==> src/smh_pkg.sv <==
package smh_pkg;
   // ****************************************************
   // register port
   // ****************************************************
   localparam int ADDR_W = 4;
   localparam logic [3:0] OFS_OVERRIDE = 4'h4;
   localparam logic [3:0] OFS_STATUS_AUTO = 4'h5;
   localparam logic [3:0] OFS_OBSERVE = 4'h9;
   localparam logic [3:0] OFS_LINE_END = 4'hA;
   localparam logic [3:0] OFS_EOL_FIRST = 4'hC;
   localparam logic [3:0] OFS_EOL_SECOND = 4'hD;
   localparam logic [3:0] OFS_CONTROL = 4'hE;
   // field positions
   localparam int OVR_DTR_EN_BIT = 3;
   localparam int OVR_RTS_EN_BIT = 2;
   localparam int OVR_DTR_VAL_BIT = 1;
   localparam int OVR_RTS_VAL_BIT = 0;
   localparam int AUTO_RTS_BIT = 3;
   localparam int OBS_DSR_BIT = 3;
   localparam int OBS_CTS_BIT = 2;
   localparam int OBS_DCD_BIT = 1;
   localparam int LE_DEL_BIT = 1;
   localparam int LE_AUTO_RTS_BIT = 0;
   localparam int CTL_CLEAR_BIT = 0;
   localparam int CTL_DISC_BIT = 1;
   // selects which register holds the auto request enable
   localparam bit AUTO_RTS_IN_STATUS = 1'b1;
   // reset values
   localparam logic [3:0] OVERRIDE_RST = 4'h0;
   localparam logic [3:0] NIBBLE_RST = 4'h0;
   localparam logic [7:0] EOL_FIRST_RST = 8'h0D;
   localparam logic [7:0] EOL_SECOND_RST = 8'h0A;
   localparam int SYNC_STAGES = 2;

   typedef struct packed {
      logic dsr;
      logic cts;
      logic dcd;
   } smh_lines_s;

   typedef struct packed {
      logic dtr;
      logic rts;
   } smh_outs_s;

   typedef enum logic [1:0] {
      SMH_IDLE,
      SMH_WAIT_CTS_LOW,
      SMH_SEND,
      SMH_DROP
   } smh_tx_e;
endpackage

==> src/smh_ctrl.sv <==
// Decided for this implementation: the strobed register port and the register addresses.
`timescale 1ns/1ps
// Notes on behaviour
// - observed data set ready gates readiness for both sending and receiving
// - observed clear to send must be true before any character goes out
// - observed carrier detect gates acceptance of received characters
// - once ready, terminal ready and request to send are held true
// - autodisconnect forces terminal ready false for its whole duration unless the terminal ready override is enabled
// - auto request mode: request follows transmit buffer not empty
// - auto request drops after each line end and when the transmit buffer empties
// - send only while request and clear are both true
// - auto mode raises request only after clear is seen false; with clear ignored it is raised without waiting
// - stop on buffer empty, line end sent, or clear dropped
// - while not sending, receive is allowed if carrier detect true
// - local clear instruction or device clear restores stalled handshake
// - two-character line end recognised even with delete/insert off
// - default ignores all inputs and holds both outputs true
// - three-bit observe field selects each input individually
// - request to send true after startup and reset by default
// - input line states readable in three status bits
// - override enables 2 drive outputs from the value bits
// - overrides act per line independently
module smh_ctrl (
   // clock and reset
   input wire logic REF_CLK,
   input wire logic RST_N,
   // register port
   input wire logic [smh_pkg::ADDR_W-1:0] ADDR,
   input wire logic [7:0] WDATA,
   input wire logic WR,
   input wire logic RD,
   output logic [7:0] RDATA,
   // serial pins
   input wire smh_pkg::smh_lines_s LINES_IN,
   output smh_pkg::smh_outs_s LINES_OUT,
   // transmit side
   input wire logic TX_VALID,
   input wire logic [7:0] TX_DATA,
   output logic TX_READY,
   output logic [7:0] TX_CHAR,
   output logic TX_CHAR_VALID,
   // receive side
   input wire logic RX_VALID,
   output logic RX_ACCEPT,
   // loop side clear and disconnect
   input wire logic DEV_CLEAR,
   input wire logic AUTODISC,
   output logic READY_TO_OPERATE
);
   import smh_pkg::*;

   // ****************************************************
   // input synchronisers
   // ****************************************************
   smh_lines_s sync;
   smh_sync u_dsr (.REF_CLK(REF_CLK), .RST_N(RST_N), .async_in(LINES_IN.dsr),
      .sync_out(sync.dsr));
   smh_sync u_cts (.REF_CLK(REF_CLK), .RST_N(RST_N), .async_in(LINES_IN.cts),
      .sync_out(sync.cts));
   smh_sync u_dcd (.REF_CLK(REF_CLK), .RST_N(RST_N), .async_in(LINES_IN.dcd),
      .sync_out(sync.dcd));

   // ****************************************************
   // registers
   // ****************************************************
   logic [3:0] override_r;
   logic [3:0] status_auto_r;
   logic [3:0] observe_r;
   logic [3:0] line_end_r;
   logic [7:0] eol_first_r;
   logic [7:0] eol_second_r;
   logic disc_r;
   logic clear_pulse;
   logic ready_r;

   always_ff @(posedge REF_CLK or negedge RST_N) begin
      if (!RST_N) begin
         override_r <= OVERRIDE_RST;
         status_auto_r <= NIBBLE_RST;
         observe_r <= NIBBLE_RST;
         line_end_r <= NIBBLE_RST;
         eol_first_r <= EOL_FIRST_RST;
         eol_second_r <= EOL_SECOND_RST;
         disc_r <= 1'b0;
      end else if (WR) begin
         case (ADDR)
            OFS_OVERRIDE: override_r <= WDATA[3:0];
            OFS_STATUS_AUTO: status_auto_r <= WDATA[3:0];
            OFS_OBSERVE: observe_r <= WDATA[3:0];
            OFS_LINE_END: line_end_r <= WDATA[3:0];
            OFS_EOL_FIRST: eol_first_r <= WDATA;
            OFS_EOL_SECOND: eol_second_r <= WDATA;
            OFS_CONTROL: disc_r <= WDATA[CTL_DISC_BIT];
            default: ;
         endcase
      end
   end

   // local clear instruction, a write-one pulse, or device clear
   assign clear_pulse = (WR && ADDR == OFS_CONTROL && WDATA[CTL_CLEAR_BIT]) || DEV_CLEAR;

   always_ff @(posedge REF_CLK or negedge RST_N) begin
      if (!RST_N) begin
         ready_r <= 1'b0;
      end else begin
         ready_r <= 1'b1;
      end
   end
   assign READY_TO_OPERATE = ready_r;

   // read data, one cycle later
   always_ff @(posedge REF_CLK or negedge RST_N) begin
      if (!RST_N) begin
         RDATA <= 8'h00;
      end else if (RD) begin
         case (ADDR)
            OFS_OVERRIDE: RDATA <= {4'h0, override_r};
            OFS_STATUS_AUTO: RDATA <= {4'h0, status_auto_r[AUTO_RTS_BIT],
               sync.dsr, sync.cts, sync.dcd};
            OFS_OBSERVE: RDATA <= {4'h0, observe_r};
            OFS_LINE_END: RDATA <= {4'h0, line_end_r};
            OFS_EOL_FIRST: RDATA <= eol_first_r;
            OFS_EOL_SECOND: RDATA <= eol_second_r;
            OFS_CONTROL: RDATA <= {6'h00, disc_r, 1'b0};
            default: RDATA <= 8'h00;
         endcase
      end else begin
         RDATA <= 8'h00;
      end
   end

   // ****************************************************
   // gating
   // ****************************************************
   logic auto_rts;
   logic dsr_ok;
   logic cts_ok;
   logic dcd_ok;
   logic disc;

   // single enable, location chosen by package constant
   assign auto_rts = AUTO_RTS_IN_STATUS ? status_auto_r[AUTO_RTS_BIT]
                                        : line_end_r[LE_AUTO_RTS_BIT];
   // ignored lines read as true
   assign dsr_ok = !observe_r[OBS_DSR_BIT] || sync.dsr;
   assign cts_ok = !observe_r[OBS_CTS_BIT] || sync.cts;
   assign dcd_ok = !observe_r[OBS_DCD_BIT] || sync.dcd;
   assign disc = disc_r || AUTODISC;

   // ****************************************************
   // transmit sequencing
   // ****************************************************
   smh_tx_e state_r;
   logic rts_auto;
   logic sending;
   logic prev_first_r;
   logic eol_hit;
   logic tx_take;

   // own request pin must already stand true, so an override to false also stops sending
   assign sending = ready_r && dsr_ok && cts_ok && LINES_OUT.rts
      && (!auto_rts || state_r == SMH_SEND);
   assign TX_READY = sending;
   assign tx_take = TX_VALID && sending;
   // line end matched regardless of delete/insert options
   assign eol_hit = tx_take && prev_first_r && TX_DATA == eol_second_r;

   always_ff @(posedge REF_CLK or negedge RST_N) begin
      if (!RST_N) begin
         prev_first_r <= 1'b0;
      end else if (tx_take) begin
         prev_first_r <= TX_DATA == eol_first_r;
      end
   end

   always_ff @(posedge REF_CLK or negedge RST_N) begin
      if (!RST_N) begin
         state_r <= SMH_IDLE;
      end else if (clear_pulse || !auto_rts) begin
         state_r <= SMH_IDLE;
      end else begin
         case (state_r)
            SMH_IDLE: if (TX_VALID) state_r <= SMH_WAIT_CTS_LOW;
            SMH_WAIT_CTS_LOW: if (!cts_ok || !observe_r[OBS_CTS_BIT])
               state_r <= SMH_SEND;
            SMH_SEND: begin
               if (eol_hit) state_r <= SMH_DROP;
               else if (!TX_VALID) state_r <= SMH_IDLE;
            end
            SMH_DROP: state_r <= SMH_IDLE;
            default: state_r <= SMH_IDLE;
         endcase
      end
   end

   // request asserted only in the send state under auto mode
   assign rts_auto = auto_rts ? (state_r == SMH_SEND) : 1'b1;

   always_ff @(posedge REF_CLK or negedge RST_N) begin
      if (!RST_N) begin
         TX_CHAR <= 8'h00;
         TX_CHAR_VALID <= 1'b0;
      end else begin
         TX_CHAR_VALID <= tx_take;
         if (tx_take) TX_CHAR <= TX_DATA;
      end
   end

   // ****************************************************
   // receive gating
   // ****************************************************
   // full duplex: receive never blocked by transmit
   assign RX_ACCEPT = RX_VALID && ready_r && dsr_ok && dcd_ok;

   // ****************************************************
   // output lines
   // ****************************************************
   always_ff @(posedge REF_CLK or negedge RST_N) begin
      if (!RST_N) begin
         LINES_OUT <= '0;
      end else begin
         // each line overridden independently
         LINES_OUT.dtr <= override_r[OVR_DTR_EN_BIT] ? override_r[OVR_DTR_VAL_BIT]
            : (ready_r && !disc);
         LINES_OUT.rts <= override_r[OVR_RTS_EN_BIT] ? override_r[OVR_RTS_VAL_BIT]
            : (ready_r && rts_auto);
      end
   end
endmodule

==> src/smh_sync.sv <==
`timescale 1ns/1ps
module smh_sync (
   // clock and reset
   input wire logic REF_CLK,
   input wire logic RST_N,
   // async level in, synced level out
   input wire logic async_in,
   output logic sync_out
);
   import smh_pkg::*;
   logic meta_r;

   // meta_r feeds only sync_out
   always_ff @(posedge REF_CLK or negedge RST_N) begin
      if (!RST_N) begin
         meta_r <= 1'b0;
         sync_out <= 1'b0;
      end else begin
         meta_r <= async_in;
         sync_out <= meta_r;
      end
   end
endmodule

==> config.mk <==
export PLATFORM = sky130hd
export DESIGN_NAME = smh_ctrl
export DESIGN_NICKNAME = d
export VERILOG_FILES = /design/src/smh_pkg.sv /design/src/smh_ctrl.sv /design/src/smh_sync.sv
export SDC_FILE = /design/constraint.sdc
export NUM_CORES = 1
export LEC_CHECK = 0
export BUFFER_PORTS_ARGS = -buffer_cell sky130_fd_sc_hd__buf_2
export CAP_MARGIN = 20
export CORE_MARGIN = 2
export CORE_UTILIZATION = 55
export DETAILED_ROUTE_END_ITERATION = 7
export GPL_TIMING_DRIVEN = 0
export HOLD_SLACK_MARGIN = 0.15
export PLACE_DENSITY = 0.81
export SYNTH_ARGS = -nofsm -noshare
export SYNTH_HDL_FRONTEND = slang
export SYNTH_SLANG_ARGS = --single-unit
==> constraint.sdc <==
create_clock -name REF_CLK -period 2.1 [get_ports REF_CLK]
set_input_delay 0.315 -clock REF_CLK [delete_from_list [all_inputs] [get_ports REF_CLK]]
set_output_delay 0.315 -clock REF_CLK [all_outputs]
set_load 0.05 [all_outputs]
## Word-level counts from Yosys, hierarchy flattened

Index checks and enable logic that the tools add are counted.

- Muxes and demuxes: 11
- Reduce and logical (&&, ||, !) cells: 37
- Equality and inequality tests: 15

Operators by type and width:

| operator | number |
|---|---|
| 8-bit case mux with 7 select lines | 1 |
| 4-bit equality test (second input constant) | 5 |
| 8-bit equality test | 2 |
| 1-bit logical AND | 14 |
| 2-bit AND reduction | 7 |
| 2-bit 2-to-1 mux | 5 |
| 4-bit by 3-bit equality test with 1-bit output (second input constant) | 2 |
| 1-bit logical OR | 8 |
| 8-bit 2-to-1 mux | 1 |
| 2-bit case mux with 4 select lines | 1 |
| 1-bit zero test | 6 |
| 3-bit inequality test (second input constant) | 2 |
| 2-bit equality test (second input constant) | 2 |
| 4-bit by 3-bit inequality test with 1-bit output (second input constant) | 1 |
| 1-bit 2-to-1 mux | 3 |
| 3-bit AND reduction | 1 |
| 2-bit by 1-bit equality test with 1-bit output (second input constant) | 1 |
| 2-bit zero test | 1 |

- Word-level logic and storage cells: 84
- Register bits after elaboration: 62

## Longest topological paths before layout

- Depth after elaboration: 12
- Depth in mapped cells: 7

## By module

Synthesis repeated with hierarchy kept, for this count alone.

- Cells, all modules: 217
- Area total of the unflattened synthesis: 2,736.4 um^2

By module, submodules not included:

| module | seq. area each (um^2) | times used | area each (um^2) | cells an instance |
|---|---|---|---|---|
| smh_ctrl | 1,332.5 | 1 | 2,586.2 | 211 |
| smh_sync | 50.0 | 3 | 50.0 | 2 |

## Least setup slack after synthesis

Ideal clock, no wire load.

- Kind: flip-flop to output port
- Start point: register ready_r (netlist: READY_TO_OPERATE)
- End point: output TX_READY
- Cell stages (with the launch flop): 3
- Data arrival time: 2.072 ns
- Path slack: -0.287 ns
- Path through: dfrtp_1 o21ai_0 nor3_1

- Cells in the longest elaborated chain, start to end: 4

RTL lines:

| element | line | RTL |
|---|---|---|
| start: declaration | smh_ctrl.sv:74 | `logic ready_r;` |
| start signal: assignment | smh_ctrl.sv:104 | `ready_r <= 1'b0;` |
| start signal: assignment | smh_ctrl.sv:106 | `ready_r <= 1'b1;` |
| 1-bit logical AND (3 in a row) | smh_ctrl.sv:161 | `assign sending = ready_r && dsr_ok && cts_ok && LINES_OUT.rts` |
| 1-bit logical AND | smh_ctrl.sv:162 | `&& (!auto_rts \|\| state_r == SMH_SEND);` |
| end: declaration | smh_ctrl.sv:39 | `output logic TX_READY,` |

Every way passes these cells.

## Worst setup path in the final report

- Start point: register observe_r[3]
- End point: output TX_READY

- Cells in the longest elaborated chain, start to end: 6

RTL lines:

| element | line | RTL |
|---|---|---|
| start: declaration | smh_ctrl.sv:68 | `logic [3:0] observe_r;` |
| start signal: assignment | smh_ctrl.sv:89 | `OFS_OBSERVE: observe_r <= WDATA[3:0];` |
| 1-bit zero test | smh_ctrl.sv:145 | `assign dsr_ok = !observe_r[OBS_DSR_BIT] \|\| sync.dsr;` |
| 1-bit logical OR | smh_ctrl.sv:145 |  |
| 1-bit logical AND (3 in a row) | smh_ctrl.sv:161 |  |
| 1-bit logical AND | smh_ctrl.sv:162 |  |

Every way passes these cells.

==> reports/metrics.yaml <==
cts.repair.resized: 0
drive_above_1_share_pct: 41.8
seq_area_um2: 1480
cts_buffer_depth: 2
stdcell_count: 361
root_buffer: "clkbuf_8"
drt_wl_total_um: 5990
dieArea_um2: 5590
irDropWorstVdd_mv: 0.878
finalClockSkew_ns: 0.0106
ys_seq_area_share_pct: 53.8
dp.cells: 340
h-tree-depth: 3
ys_seq_elements: 59
synth_warnings: 0
comb_power_share_pct: 25.6
required_ns: 1.78
max_freq_mhz: 515
nFillCells: 337
routed_via_density: 5.47
clock-sinks: 59
ant_nets: 0
synth_fp_nets: 254
syn_inst: 223
core_um2: 4790
num_vias: 1976
clk_pin_slew_ns: 0.07
finish.instance_area_um2: 3420
slew_viol_final: 0
dr.pass1.iters: 4
synth_area_um2: 2760
ys_async_sr_fraction_pct: 100
period_minus_slack_ns: 1.94
critPathMaxFanout: 3
cts_tree: "done"
place_ws_ns: 0.382
syn2layout_area_growth_pct: 24.1
grt_pass1_wl_um: 9520
hold_buffers: 5
synth.area.top_cells: "dfrtp_1 49%, mux2_2 9.0%, mux2_4 7.6%, dfstp_2 4.8%, xor2_1 3.5%"
grt_pass1_vias: 1985
start_kind: "flop"
status: "finished, final reports clean"
grt_max_degree: 33
synth_top_cell_by_area: "dfrtp_1"
dp_hpwl_um: 4230
layout_common_cells: "54 x dfrtp_1, 52 x buf_2, 22 x mux2_2"
antenna_cells: 0
port_buffers: 49
postCtsSetupBuffers: 0
rsz0062_at_grt: "no"
cap_viol_max_count: 0
power_switching_share_pct: 31.6
wire_per_inst_um: 16.6
ys_types: 42
internal_power_mw: 2.68
p_leak_nw: 1.63
worstSetupEndpointType: "output pin"
rows: 25
power_frac_seq_pct: 40.2
multi_input_area_um2: 1180
hp-class: "in -> reg"
grt_usage_pct: 23.8
setup_viol: 0
setup_slack_ns: 0.159
clkPwrFrac_pct: 34.2
drc: 0
fin_hold_ws_ns: 0.214
grt_remaining_overflow: 0
start_util_pct: 57.6
period_share_pct: 92.4
final_common_cell: "dfrtp_1"
critPathArrivalTime_ns: 1.63
hold_viol: 0
synth_edf_count: 0
fin_tns_setup_ns: 0
r2r_cells: 5
syn_area_per_cell_um2: 12.4
io_pins: 53
hold_depth: 2
cts_buffers: 9
tightest_slew_ns: 0.657
first_iter_violations: 145
die_w_um: 74.8
power_density_nw_per_um2: 1150
ys.flop_type: "dfrtp_1"
insertion_delay_ns: 0.35
antenna_found_initial: 0
gp_congestion: 0.910
final_nets: 320
dpl-instance-area_um2: 3110
crit_type: "reg -> out"
synth_top_area_share_pct: 49.0
slew_headroom_pct: 55.7
switching_power_mw: 1.24
die_h_um: 74.8
-- layout make-up --
class / count / share of cell area (%)
sequential: 59 / 43.4
timing repair buffer: 55 / 9.22
inverter: 9 / 0.988
buffer: 9 / 1.98
clock inverter: 4 / 2.78
multi-input combinational: 146 / 34.4
clock buffer: 12 / 4.83
tap: 67 / 2.45
-- state kept, by name (all words and copies together) (netlist names), 2 cells and up --
| signal | cells |
|---|---|
| RDATA | 8 |
| line_end_r | 4 |
| eol_first_r | 8 |
| LINES_OUT | 2 |
| state_r | 2 |
| TX_CHAR | 8 |
| observe_r | 4 |
| override_r | 4 |
| eol_second_r | 8 |
-- logic make-up (layout without fill, tap and decap cells) --
| group | after synthesis | count (layout) | share of synthesized area [%] |
|---|---|---|---|
| DFF | 59 | 59 | 53.8 |
| and+or+nand+nor | 54 | 54 | 11.7 |
| AOI/OAI and AO/OA | 39 | 39 | 8.95 |
| muxes | 36 | 36 | 16.6 |
| buffers and inverters | 18 | 89 | 3.68 |
| xor gates and xnor gates | 16 | 16 | 5.09 |
| other | 1 | 1 | 0.136 |
-- worst paths after layout --
kind                                   start             end  slack [ns]
worst min register to register  u_dsr.meta_r  u_dsr.sync_out        0.36
worst max-delay path            observe_r[3]        TX_READY        0.16
worst min-delay path                WDATA[6]  eol_first_r[6]        0.21
max in group asynchronous              RST_N  eol_first_r[0]        0.93
min in group asynchronous              RST_N        RDATA[1]        0.52
worst max register to register  observe_r[3]      TX_CHAR[7]        0.39
-- metal layers --
layer	vias to the layer above	routed length [µm]	track usage [%]
met4	0	129	10.9
met3	16	333	6.16
met1	952	2650	32.5
li1	920	-	-
met2	88	2880	36.1
met5	-	0	0
-- synthesized netlist by cell type (2+ instances only) --
cell,number
dfrtp_1,54
mux2_2,22
nand2_1,15
mux2_4,14
o21ai_0,13
xor2_1,11
a21oi_1,9
inv_1,9
nand3_1,8
a22oi_1,5
dfstp_2,5
nor2_1,5
nor2b_1,5
xnor2_1,5
and3_1,4
a32oi_1,3
buf_2,3
buf_6,3
nor4_1,3
a22o_1,2
buf_4,2
nand4_1,2
nor2b_2,2
-- critical path, stage by stage, from the launching register on --
cell	delay, ns
dfrtp_1	0.35
inv_1	0.06
o21ai_0	0.54
nor3_2	0.10
buf_2	0.24
-- power groups by stage --
stage,Combinational (mW),Sequential [mW],Clock [mW]
6_report,1.01,1.58,1.34
5_1_grt,1.08,1.61,1.39
4_1_cts,1.01,1.57,1.34
3_5_place_dp,0.999,1.59,0
3_3_place_gp,0.972,1.58,0
2_1_floorplan,0.445,1.87,0
-- through the flow --
| stage | power [mW] | util [%] |
|---|---|---|
| final | 3.92 | 71.5 |
| after global routing | 4.08 | 71.5 |
| after CTS | 3.93 | 71.5 |
| after detailed placement | 2.59 | 65.0 |
| after global placement | 2.55 | 64.5 |
| after floorplan | 2.31 | - |
Note: power is estimated with default switching activity, not from simulation.
